==> config.mk <==
export PLATFORM = sky130hd
export DESIGN_NAME = alt_mode_switch_config_regs
export DESIGN_NICKNAME = d
export VERILOG_FILES = /design/src/inc/alt_mode_switch_pkg.sv /design/src/verilog/alt_mode_switch_config_regs.sv
export VERILOG_INCLUDE_DIRS = /design/src /design/src/inc
export SDC_FILE = /design/constraint.sdc
export NUM_CORES = 1
export LEC_CHECK = 0
export BUFFER_PORTS_ARGS = -buffer_cell sky130_fd_sc_hd__buf_2
export CELL_PAD_IN_SITES_DETAIL_PLACEMENT = 1
export CELL_PAD_IN_SITES_GLOBAL_PLACEMENT = 1
export CORE_ASPECT_RATIO = 0.6
export CORE_UTILIZATION = 41
export CTS_CLUSTER_SIZE = 12
export DETAILED_ROUTE_END_ITERATION = 7
export PLACE_DENSITY_LB_ADDON = 0.1
export SLEW_MARGIN = 20
export SYNTH_ARGS = -nofsm -noshare
export SYNTH_HDL_FRONTEND = slang
export SYNTH_SLANG_ARGS = --single-unit
==> constraint.sdc <==
create_clock -name clk -period 2.32 [get_ports clk]
set_input_delay 0.116 -clock clk [delete_from_list [all_inputs] [get_ports clk]]
set_output_delay 0.116 -clock clk [all_outputs]
set_load 0.005 [all_outputs]
==> src/inc/alt_mode_switch_cfg.svh <==
`ifndef ALT_MODE_SWITCH_CFG_SVH
`define ALT_MODE_SWITCH_CFG_SVH
/*
 Offsets, field positions, reset values and widths of the switch configuration bank.
 Assumes inclusion by the package and by the design file; definitions only.
*/
// Summary of operation
// RULE1: The host leaves every offset outside the map alone, as those are reserved.
// RULE2: Mode bit 7 picks linear (0) or limited (1) redriving on the upstream transmitter.
// RULE3: Mode bit 5 picks the default (0) or the alternate (1) pin as hot-plug source.
// RULE4: While mode bit 5 is set the closed-chassis debug function is disabled.
// RULE5: Mode bit 4 picks strap-sampled (0) or register (1) equalization settings.
// RULE6: Mode bit 3 set forces the internal hot-plug input high, clear follows the pin.
// RULE7: Mode bit 2 picks normal (0) or flipped (1) connector orientation.
// RULE8: Mode bits 1-0 give off, USB only, four display lanes, or USB plus two lanes.
// RULE9: After reset the mode register holds 0x01.
// RULE10: Hardware-updated fields read back live device state, not the last write.
// RULE11: A write-one-to-set bit is set by writing 1 and unchanged by writing 0.
// RULE12: The host sends the register offset as one byte right after the write header.
// RULE13: With no offset written since reset, reads start at offset 00h and walk up.
// RULE14: The register pointer advances after every byte moved, acknowledged or not.
// RULE15: Reserved mode bit 6 reads as zero and ignores writes.

// register offsets
`define OFFS_MODE 8'h0a
`define OFFS_DBG 8'h0b
`define OFFS_DP01 8'h10
`define OFFS_DP23 8'h11
`define OFFS_AUX 8'h12
`define OFFS_DPLANE 8'h13
`define OFFS_AEQ1 8'h1c
`define OFFS_AEQ2 8'h1d
`define OFFS_AEQL 8'h1e
`define OFFS_USBC 8'h20
`define OFFS_SSEQ 8'h21
`define OFFS_MISC 8'h22
`define OFFS_USBST 8'h24
`define OFFS_VOD 8'h32
`define OFFS_AEQST 8'h3b

// mode register fields, debug-off select and restart bit of the misc register
`define B_LIMIT 7
`define B_SWAP 5
`define B_EQSRC 4
`define B_FORCE 3
`define B_FLIP 2
`define MODE_WMASK 8'hbf
`define DBG_OFF 2'h3
`define B_RESTART 0

// reset values and synchroniser width
`define MODE_RST 8'h01
`define DBG_RST 8'h6c
`define OTHER_RST 8'h00
`define ADDR_RST 7'h44
`define NSYNC 6
`endif

==> src/inc/alt_mode_switch_pkg.sv <==
/*
 Types of the switch configuration bank: serial engine states and the state record.
 Assumes the cfg header is on the include path.
*/
package alt_mode_switch_pkg;
`include "alt_mode_switch_cfg.svh"

typedef enum logic [2:0] {
	st_idle = 3'b000,
	st_addr = 3'b001,
	st_ack_out = 3'b010,
	st_rx = 3'b011,
	st_tx = 3'b100,
	st_ack_in = 3'b101,
	st_wait = 3'b110
} ser_state_e;

typedef struct packed {
	logic [`NSYNC-1:0] s1;
	logic [`NSYNC-1:0] s2;
	logic [`NSYNC-1:0] s3;
	logic [`NSYNC-1:0] flt;
	logic [1:0] prv;
	ser_state_e state;
	logic [3:0] cnt;
	logic [7:0] sh;
	logic [7:0] ptr;
	logic rw;
	logic nack;
	logic offs_pend;
	logic sda_oe;
	logic [7:0] mode_orientation_ctrl;
	logic [7:0] debug_and_tx_shaping_ctrl;
	logic [7:0] display_lane01_rx_eq;
	logic [7:0] display_lane23_rx_eq;
	logic [7:0] display_lane_enable_ctrl;
	logic [7:0] adaptive_eq_ctrl_a;
	logic [7:0] adaptive_eq_ctrl_b;
	logic [7:0] adaptive_eq_long_channel;
	logic [7:0] connector_rx_eq_ctrl;
	logic [7:0] upstream_rx_eq_ctrl;
	logic [7:0] usb_misc_ctrl;
	logic [7:0] swing_linearity_ctrl;
	logic hpd;
	logic [1:0] dbg_sel;
	logic [15:0] dp_eq;
} state_s;
endpackage

==> src/verilog/alt_mode_switch_config_regs.sv <==
/*
 Configuration bank of the alternate-mode crosspoint switch with its serial
 two-wire target engine, hot-plug selection and equalization source selection.
 Assumes scl, sda, hot-plug and strap pins arrive asynchronously; the status
 inputs and the restart acknowledge come from logic on clk.
*/
`timescale 1ns/100ps
`include "alt_mode_switch_cfg.svh"

module alt_mode_switch_config_regs
	import alt_mode_switch_pkg::*;
#(
	parameter logic [6:0] TARGET_ADDR = `ADDR_RST
) (
	input wire logic clk,
	input wire logic rst_n,
	input wire logic scl_in,
	input wire logic sda_in,
	output logic sda_out,
	output logic sda_oe,
	input wire logic hpd_pin,
	input wire logic hpd_alt_pin,
	input wire logic [1:0] eq_strap,
	input wire logic [7:0] aux_snoop_in,
	input wire logic [7:0] usb_fsm_in,
	input wire logic [7:0] aeq_result_in,
	input wire logic aeq_restart_ack,
	output logic [1:0] lane_config_select,
	output logic flip_orientation,
	output logic upstream_tx_limited_mode,
	output logic eq_source_register_select,
	output logic hotplug_input,
	output logic [1:0] closed_chassis_debug,
	output logic [5:0] tx_shaping,
	output logic [15:0] dp_lane_eq,
	output logic [7:0] dp_lane_enable,
	output logic aeq_restart
);

	state_s st_reg;
	state_s st_next;

	// reset image of the whole state
	localparam state_s RST_S = '{
		state: st_idle,
		mode_orientation_ctrl: `MODE_RST,
		debug_and_tx_shaping_ctrl: `DBG_RST,
		default: 0
	};

	// filtered bus lines and their edges
	logic scl_f;
	logic sda_f;
	logic scl_rise;
	logic scl_fall;
	logic start_c;
	logic stop_c;
	assign scl_f = st_reg.flt[0];
	assign sda_f = st_reg.flt[1];
	assign scl_rise = scl_f & ~st_reg.prv[0];
	assign scl_fall = ~scl_f & st_reg.prv[0];
	assign start_c = scl_f & st_reg.prv[0] & ~sda_f & st_reg.prv[1];
	assign stop_c = scl_f & st_reg.prv[0] & sda_f & ~st_reg.prv[1];

	// read decode, unmapped offsets answer zero
	function automatic logic [7:0] rd(state_s s, logic [7:0] a);
		logic [7:0] d;
		d = 8'h00;
		if (a == `OFFS_MODE) begin
			d = s.mode_orientation_ctrl & `MODE_WMASK; // RULE15
		end else if (a == `OFFS_DBG) begin
			d = s.debug_and_tx_shaping_ctrl;
		end else if (a == `OFFS_DP01) begin
			d = s.dp_eq[7:0]; // RULE10
		end else if (a == `OFFS_DP23) begin
			d = s.dp_eq[15:8]; // RULE10
		end else if (a == `OFFS_AUX) begin
			d = aux_snoop_in; // RULE10
		end else if (a == `OFFS_DPLANE) begin
			d = s.display_lane_enable_ctrl;
		end else if (a == `OFFS_AEQ1) begin
			d = s.adaptive_eq_ctrl_a;
		end else if (a == `OFFS_AEQ2) begin
			d = s.adaptive_eq_ctrl_b;
		end else if (a == `OFFS_AEQL) begin
			d = s.adaptive_eq_long_channel;
		end else if (a == `OFFS_USBC) begin
			d = s.connector_rx_eq_ctrl;
		end else if (a == `OFFS_SSEQ) begin
			d = s.upstream_rx_eq_ctrl;
		end else if (a == `OFFS_MISC) begin
			d = s.usb_misc_ctrl; // RULE10
		end else if (a == `OFFS_USBST) begin
			d = usb_fsm_in; // RULE10
		end else if (a == `OFFS_VOD) begin
			d = s.swing_linearity_ctrl;
		end else if (a == `OFFS_AEQST) begin
			d = aeq_result_in; // RULE10
		end
		return d;
	endfunction

	// write decode, read-only and unmapped offsets ignore the data
	function automatic state_s wr(state_s s, logic [7:0] a, logic [7:0] d);
		state_s o;
		o = s;
		if (a == `OFFS_MODE) begin
			o.mode_orientation_ctrl = d & `MODE_WMASK; // RULE15
		end else if (a == `OFFS_DBG) begin
			o.debug_and_tx_shaping_ctrl = d;
		end else if (a == `OFFS_DP01) begin
			o.display_lane01_rx_eq = d;
		end else if (a == `OFFS_DP23) begin
			o.display_lane23_rx_eq = d;
		end else if (a == `OFFS_DPLANE) begin
			o.display_lane_enable_ctrl = d;
		end else if (a == `OFFS_AEQ1) begin
			o.adaptive_eq_ctrl_a = d;
		end else if (a == `OFFS_AEQ2) begin
			o.adaptive_eq_ctrl_b = d;
		end else if (a == `OFFS_AEQL) begin
			o.adaptive_eq_long_channel = d;
		end else if (a == `OFFS_USBC) begin
			o.connector_rx_eq_ctrl = d;
		end else if (a == `OFFS_SSEQ) begin
			o.upstream_rx_eq_ctrl = d;
		end else if (a == `OFFS_MISC) begin
			o.usb_misc_ctrl[7:1] = d[7:1];
			o.usb_misc_ctrl[`B_RESTART] = s.usb_misc_ctrl[`B_RESTART] | d[`B_RESTART]; // RULE11
		end else if (a == `OFFS_VOD) begin
			o.swing_linearity_ctrl = d;
		end
		return o;
	endfunction

	// next state: synchronisers, serial engine, derived outputs
	always_comb begin
		logic [7:0] b;
		b = rd(st_reg, st_reg.ptr);
		st_next = st_reg;
		st_next.s1 = {eq_strap, hpd_alt_pin, hpd_pin, sda_in, scl_in};
		st_next.s2 = st_reg.s1;
		st_next.s3 = st_reg.s2;
		for (int i = 0; i < `NSYNC; i++) begin
			if (st_reg.s2[i] == st_reg.s3[i]) begin
				st_next.flt[i] = st_reg.s3[i];
			end
		end
		st_next.prv = st_reg.flt[1:0];
		// hardware clear first, so a write of one in the same cycle wins
		if (aeq_restart_ack) begin
			st_next.usb_misc_ctrl[`B_RESTART] = 1'b0;
		end
		case (st_reg.state)
			st_addr, st_rx: begin
				if (scl_rise) begin
					st_next.sh = {st_reg.sh[6:0], sda_f};
					st_next.cnt = st_reg.cnt + 4'h1;
				end else if (scl_fall && st_reg.cnt == 4'h8) begin
					st_next.state = st_ack_out;
					st_next.sda_oe = 1'b1;
					if (st_reg.state == st_addr) begin
						if (st_reg.sh[7:1] == TARGET_ADDR) begin
							st_next.rw = st_reg.sh[0];
							st_next.offs_pend = ~st_reg.sh[0];
						end else begin
							st_next.state = st_wait;
							st_next.sda_oe = 1'b0;
						end
					end else if (st_reg.offs_pend) begin
						st_next.ptr = st_reg.sh; // RULE12
						st_next.offs_pend = 1'b0;
					end else begin
						st_next = wr(st_next, st_reg.ptr, st_reg.sh);
						st_next.ptr = st_reg.ptr + 8'h01; // RULE14
					end
				end
			end
			st_ack_out: begin
				if (scl_fall) begin
					st_next.cnt = 4'h0;
					if (st_reg.rw) begin
						st_next.state = st_tx;
						st_next.sh = b;
						st_next.sda_oe = ~b[7];
						st_next.cnt = 4'h1;
						st_next.ptr = st_reg.ptr + 8'h01; // RULE13 RULE14
					end else begin
						st_next.state = st_rx;
						st_next.sda_oe = 1'b0;
					end
				end
			end
			st_tx: begin
				if (scl_fall) begin
					if (st_reg.cnt == 4'h8) begin
						st_next.state = st_ack_in;
						st_next.sda_oe = 1'b0;
					end else begin
						st_next.sh = {st_reg.sh[6:0], 1'b0};
						st_next.sda_oe = ~st_reg.sh[6];
						st_next.cnt = st_reg.cnt + 4'h1;
					end
				end
			end
			st_ack_in: begin
				if (scl_rise) begin
					st_next.nack = sda_f;
				end else if (scl_fall) begin
					if (st_reg.nack) begin
						st_next.state = st_wait;
					end else begin
						st_next.state = st_tx;
						st_next.sh = b;
						st_next.sda_oe = ~b[7];
						st_next.cnt = 4'h1;
						st_next.ptr = st_reg.ptr + 8'h01; // RULE14
					end
				end
			end
			default: begin
				st_next.sda_oe = 1'b0;
			end
		endcase
		// start and stop override any state, a repeated start included
		if (start_c) begin
			st_next.state = st_addr;
			st_next.cnt = 4'h0;
			st_next.sda_oe = 1'b0;
		end else if (stop_c) begin
			st_next.state = st_idle;
			st_next.sda_oe = 1'b0;
		end
		// hot-plug source: force, else default or swapped pin
		if (st_next.mode_orientation_ctrl[`B_FORCE]) begin
			st_next.hpd = 1'b1; // RULE6
		end else if (st_next.mode_orientation_ctrl[`B_SWAP]) begin
			st_next.hpd = st_reg.flt[3]; // RULE3
		end else begin
			st_next.hpd = st_reg.flt[2]; // RULE3
		end
		// pin swap takes the debug function down
		if (st_next.mode_orientation_ctrl[`B_SWAP]) begin
			st_next.dbg_sel = `DBG_OFF; // RULE4
		end else begin
			st_next.dbg_sel = st_next.debug_and_tx_shaping_ctrl[1:0];
		end
		// equalization from registers or from the strap pins
		if (st_next.mode_orientation_ctrl[`B_EQSRC]) begin
			st_next.dp_eq = {st_next.display_lane23_rx_eq, st_next.display_lane01_rx_eq}; // RULE5
		end else begin
			st_next.dp_eq = {4{2'b00, st_reg.flt[5:4]}}; // RULE5
		end
	end

	// single state register, synchronous reset
	always_ff @(posedge clk) begin
		if (!rst_n) begin
			st_reg <= RST_S; // RULE9 RULE13
		end else begin
			st_reg <= st_next;
		end
	end

	// outputs taken straight from the state register, sda_out tied low
	assign sda_out = 1'b0;
	assign sda_oe = st_reg.sda_oe;
	assign lane_config_select = st_reg.mode_orientation_ctrl[1:0]; // RULE8
	assign flip_orientation = st_reg.mode_orientation_ctrl[`B_FLIP]; // RULE7
	assign upstream_tx_limited_mode = st_reg.mode_orientation_ctrl[`B_LIMIT]; // RULE2
	assign eq_source_register_select = st_reg.mode_orientation_ctrl[`B_EQSRC];
	assign hotplug_input = st_reg.hpd;
	assign closed_chassis_debug = st_reg.dbg_sel;
	assign tx_shaping = st_reg.debug_and_tx_shaping_ctrl[7:2];
	assign dp_lane_eq = st_reg.dp_eq;
	assign dp_lane_enable = st_reg.display_lane_enable_ctrl;
	assign aeq_restart = st_reg.usb_misc_ctrl[`B_RESTART];
endmodule

==> impl_metrics.ini, run 1 <==
[grt]
grt_antenna_before_repair = 0
grt_pass1_vias = 8615
grt_start_max_net_pins = 72
grt_first_pass_wirelength_mm = 53.9
overflow = 0
grtUsageTotal_pct = 33.7

[die]
dieArea_um2 = 21300
io_pins = 74
start_util_pct = 42.1
die_x_um = 188
core_region_area_um2 = 20100
fp.dieH_um = 113
num_rows = 40

[critical_path]
crit_path_frequent_cell = buf_4
r2r_start = st_reg[119]$_SDFFE_PN0P_
critical_path.top_delay_family = simple AND/OR/NAND/NOR gates
setup.worst_path.end_class = register
cp_max_fo = 6
path_cells = inv_2 > ha_4 > or2_2 > buf_4 > a31oi_4 > nand4_1 > buf_4 > or3_4 > a21oi_1
cp_data_arrival_time_ns = 2.72
cp_num_buf_inv = 3
crit_path_start = st_reg[119]$_SDFFE_PN0P_
required_ns = 2.70
cpPeakStageDelay_ns = 0.37
slowest_stage = dfxtp_4
critPathLaunchType = register
worstSetupPathType = register to register

[place]
dp_hpwl_mm = 25.9
pre_cts_slack_ns = -0.242
dpl.cell_count = 1454
place_area_um2 = 10100
gp_congestion = 0.945
io_buffer_count = 72

[sta]
fin_crit_ns = 2.35
slew_headroom_pct = 58.7
grt_setup_unrepaired = yes
worst_pin_slew_ns = 0.617
finalMaxSlewViolations = 0
fmax_mhz = 426
hold_ws_ns = 0.183
timing.final.ws_setup_ns = -0.0296
setup_viol = 2
hold_violations = 0
tns_ns = -0.0375
fin_crit_sh_pct = 101
clock_skew_ns = 0.00931

[synth]
synthDistinctLibCells = 77
synth_area_leaders = dfxtp_1 (39%), a21oi_1 (5.5%), nand2_1 (4.9%)
async_flop_share_pct = 0
yosysMostFrequentCell = dfxtp_1
synthCells = 1036
ys.flop_type = dfxtp_1
netlist_top_cells_count = dfxtp_1 (167), nand2_1 (111), a21oi_1 (93)
synthesis.nets = 1075
syn_area_um2 = 8480
yosys.area.top_type = dfxtp_1
seq_area_frac_synth_pct = 39.4
synth_edf_count = 0
avgSynthCellArea_um2 = 8.18
synth.top_cell.area_share_pct = 39.4
synth_seq_cells = 167
synth_warnings = 0

[cts]
worstSkewPairLatency_ns = 0.45
cts_sinks = 167
cts-root-buf = clkbuf_16
h-tree-depth = 4
clkSlewWorstSetupHoldPaths_ns = 0.07
cts_buffers = 17
tritoncts = done
cts_max_path_buffers = 2

[final_layout]
num-fill-cells = 2417
areaGrowthSynthToFinish_pct = 33.4
drive_gt1_share_pct = 33.1
final_cell_area_um2 = 11300
regArea_um2 = 3370
fin_cells = 1504
num_antenna_cells = 0
multiInputGateArea_um2 = 4930
largest_register_ffs = 125
final_nets = 1258

[hold_path]
min_from = aux_snoop_in[6]
min_path_type = input pin to register

[power_and_ir_drop]
ir_drop_uv = 505
p_leak_uw = 0.00438
p_per_area_nw_per_um2 = 522

[run_status]
failed_checks = setup timing
status = finished, violations left

[routing]
drt-vias-per-instance = 6.01
wl_per_cell_um = 24.3
drc = 0
ant_nets = 0
drt_iter0_drc = 937
finalWirelength_mm = 36.6
vias = 9036
firstDrtPassIters = 5

[flow_run]
cap_violations = 0
==> cells in the final DEF, fill, tap and decap left out, types with 5 or more instances in the layout <==
| cell | n |
|---|---|
| a21oi_2 | 7 |
| nand4_1 | 18 |
| and3b_1 | 5 |
| dlygate4sd3_1 | 8 |
| inv_1 | 10 |
| dfxtp_2 | 7 |
| nand2_2 | 6 |
| nor2b_1 | 11 |
| nand2b_1 | 7 |
| o21ai_0 | 67 |
| a32o_1 | 14 |
| nor3_2 | 5 |
| buf_2 | 72 |
| mux2i_1 | 27 |
| or2_2 | 5 |
| o2bb2ai_1 | 13 |
| o22ai_1 | 14 |
| a31oi_1 | 6 |
| a21o_1 | 5 |
| a221o_1 | 9 |
| clkbuf_16 | 17 |
| nor2_1 | 77 |
| a21oi_1 | 86 |
| nor4_1 | 5 |
| o211ai_1 | 14 |
| buf_12 | 7 |
| and2_1 | 24 |
| nor3_1 | 11 |
| buf_4 | 180 |
| nand2_1 | 105 |
| or3_4 | 5 |
| a211oi_1 | 6 |
| o21a_1 | 11 |
| buf_6 | 5 |
| a221oi_1 | 5 |
| dfxtp_1 | 156 |
| a22oi_1 | 7 |
| nand3_1 | 50 |
==> cell families after synthesis <==
group	after synthesis	synth area share (%)
simple gates	390	24.0
compound gates	310	24.0
flops	167	39.4
buf+inv	126	7.44
mux	32	3.79
fa+ha+maj	7	1.00
xor+xnor	3	0.310
other cells	1	0.0442
==> power breakdown <==
part | total (uW) | internal (uW) | switching (uW)
registers | 2890 | 2880 | 10.9
logic | 148 | 59.7 | 88.5
clock network | 2870 | 1560 | 1320
total | 5910 | 4490 | 1420
==> per-layer routing <==
layer | GRT usage (%) | wire [um] | vias up
li1 | - | - | 4107
met5 | 0 | 0 | -
met1 | 51.8 | 17700 | 4463
met4 | 7.05 | 594 | 0
met3 | 7.75 | 3260 | 46
met2 | 47.1 | 15000 | 420
==> worst reg2reg max path: stages (launching register included) <==
cell and delay, ns:
dfxtp_4 0.37, inv_2 0.07, ha_4 0.19, or2_2 0.31, buf_4 0.17, a31oi_4 0.16, nand4_1 0.25, buf_4 0.26
or3_4 0.36, a21oi_1 0.16
==> final timing paths <==
path                                            endpoint  slack [ns]  depth (start not counted)
worst max register to register   st_reg[51]$_SDFFE_PN0P_       -0.03                          9
worst min-delay path            st_reg[133]$_SDFFE_PN0P_        0.18                          4
worst min register to register    st_reg[156]$_SDFF_PN0_        0.44                          1
worst max-delay path             st_reg[51]$_SDFFE_PN0P_       -0.03                          9
==> area by class of cell <==
cell class	instances	share of cell area, %
Multi-Input combinational cell	743	43.6
Sequential cell	167	29.8
Timing Repair Buffer	276	18.1
Clock buffer	20	4.04
Tap cell	273	3.02
Clock inverter	11	1.01
Inverter	14	0.465
==> through the flow <==
stage / utilization, % / power, uW
3_3_place_gp: 50.1 / 3080
4_1_cts: 54.3 / 5910
6_report: 56.2 / 5910
2_1_floorplan: - / 3020
3_5_place_dp: 50.1 / 3090
5_1_grt: 56.2 / 6060
==> what timing repair did <==
action | CTS | global route
gates cloned | 0 | 1
gates resized for setup | 34 | 88
setup buffers | 5 | 5
setup endpoints to repair | 76 | 90
endpoints found under the hold margin | 9 | 0
hold buffers | 8 | 0
pin swaps | 5 | 16
No activity file was read; power rests on OpenSTA's default activity.
==> run 2, diff against run 1 <==
Settings changed: PLACE_DENSITY_LB_ADDON 0.1 to 0.25.
==> impl_metrics.ini, run 2 (synthesized netlist as in run 1, its figures left out) <==
[run_status]
status = finished, violations left
failed_checks = setup timing

[sta]
fmax_mhz = 417
finalMaxSlewViolations = 0
clock_skew_ns = 0.00586
grt_setup_unrepaired = yes
fin_crit_ns = 2.40
timing.final.ws_setup_ns = -0.0766
hold_violations = 0
setup_viol = 7
hold_ws_ns = 0.160
worst_pin_slew_ns = 0.616
slew_headroom_pct = 58.5
fin_crit_sh_pct = 103

[final_layout]
num-fill-cells = 2379
final_cell_area_um2 = 11500
final_util_pct = 57.0
fin_cells = 1505
layout_common_cells = buf_4 (174), dfxtp_1 (160), nand2_1 (105)
multiInputGateArea_um2 = 5030
final_nets = 1257
largest_register_ffs = 125
regArea_um2 = 3350
drive_gt1_share_pct = 33.5
final_common_cell = buf_4
areaGrowthSynthToFinish_pct = 35.3

[routing]
drt-vias-per-instance = 6.09
finalWirelength_mm = 36.5
top_layer = met5
wl_met1_mm = 17.0
firstDrtPassIters = 5
vias = 9163
met3_length_mm = 3.61
ant_nets = 0
wl_met2_mm = 15.1
wl_per_cell_um = 24.2
drt_iter0_drc = 801
drc = 0

[critical_path]
slowest_stage = and2_0
cpPeakStageDelay_ns = 0.51
worstSetupPathType = register to register
r2r_start = st_reg[121]$_SDFFE_PN0P_
cp_num_buf_inv = 0
crit_path_frequent_cell = or3_1
cp.depth = 6
reg2reg_slack_ns = -0.08
critPathLaunchType = register
reg2regPathDepth = 6
required_ns = 2.70
path_cells = and2_0 > and2_2 > nand2_1 > or3_1 > or3_1 > a21oi_2
critical_path.top_delay_family = simple AND/OR/NAND/NOR gates
setup.worst_path.end_class = register
cp_max_fo = 6
cp_data_arrival_time_ns = 2.77
timing.rr.end = st_reg[51]$_SDFFE_PN0P_

[cts]
clkSlewWorstSetupHoldPaths_ns = 0.07
cts-root-buf = clkbuf_16
cts_buffers = 17
worstSkewPairLatency_ns = 0.44
h-tree-depth = 4
cts_max_path_buffers = 2
tritoncts = done
cts_sinks = 167

[die]
fp.dieH_um = 113
io_pins = 74
dieArea_um2 = 21300
num_rows = 40
start_util_pct = 42.1
die_x_um = 188
core_region_area_um2 = 20100

[grt]
grtUsageTotal_pct = 33.9
grt_antenna_before_repair = 0
grt_first_pass_wirelength_mm = 54.1
grt_start_max_net_pins = 73
grt_pass1_vias = 8854
overflow = 0

[power_and_ir_drop]
p_leak_uw = 0.00444
ir_drop_uv = 455
p_per_area_nw_per_um2 = 521

[place]
dpl.cell_count = 1449
place_area_um2 = 10100
io_buffer_count = 72
dp_hpwl_mm = 26.2
gp_congestion = 1.01

[hold_path]
min_path_type = input pin to register
min_to = st_reg[133]$_SDFFE_PN0P_
holdPathStages = 4
min_from = aux_snoop_in[6]

[flow_run]
cap_violations = 0
run 2: report_power, final:
group / switching (uW) / total, uW / internal (uW)
clock network: 1290 / 2930 / 1640
registers: 8.69 / 2890 / 2880
logic: 92.8 / 155 / 61.9
run 2: how the worst max path moves through the flow:
stage,start,to
2_1_floorplan,st_reg[119]$_SDFFE_PN0P_,st_reg[58]$_SDFFE_PN0P_
3_3_place_gp,st_reg[119]$_SDFFE_PN0P_,st_reg[57]$_SDFFE_PN0P_
3_5_place_dp,st_reg[126]$_SDFFE_PN0P_,st_reg[131]$_SDFFE_PN0P_
4_1_cts,st_reg[120]$_SDFFE_PN0P_,sda_oe$_SDFFE_PP0P_
5_1_grt,st_reg[136]$_SDFFE_PP0P_,st_reg[51]$_SDFFE_PN0P_
6_report,st_reg[121]$_SDFFE_PN0P_,st_reg[51]$_SDFFE_PN0P_
run 2: timing repair:
item | CTS | global route
resized for setup | 50 | 84
setup buffers | 7 | 9
endpoints found under the setup margin | 106 | 106
pin swaps | 9 | 28
endpoints found under the hold margin | 8 | 0
hold buffers | 8 | 0
run 2: area by class of cell:
type                    count  area share, %
repair buffers            275           18.3
well taps                 273           2.98
inverters                  14          0.458
clock inverters            11           1.19
multi-input cells         743           43.9
clock buffers              21           3.93
flip-flops and latches    167           29.2
diodes                      1         0.0218
run 2: worst min-delay path, delay by kind of cell:
kind	cells	cell delay [ns]
AOI/OAI and AO/OA	3	0.36
buffers and inverters	1	0.09
run 2: stage by stage:
stage	total power, uW	setup slack [ns]	setup TNS (ns)
after global placement	3090	-0.181	-3.21
after CTS	5990	-0.0148	-0.0558
final	5980	-0.0766	-0.165
after floorplan	3020	0.0424	0
after detailed placement	3090	-0.265	-10.55
after global routing	6150	-0.166	-1.33
run 2: layer usage:
metal / GRT usage [%] / vias to the layer above
li1: - / 4104
met4: 9.05 / 2
met3: 11.6 / 66
met1: 48.9 / 4557
met5: 1.81 / -
met2: 47.5 / 434
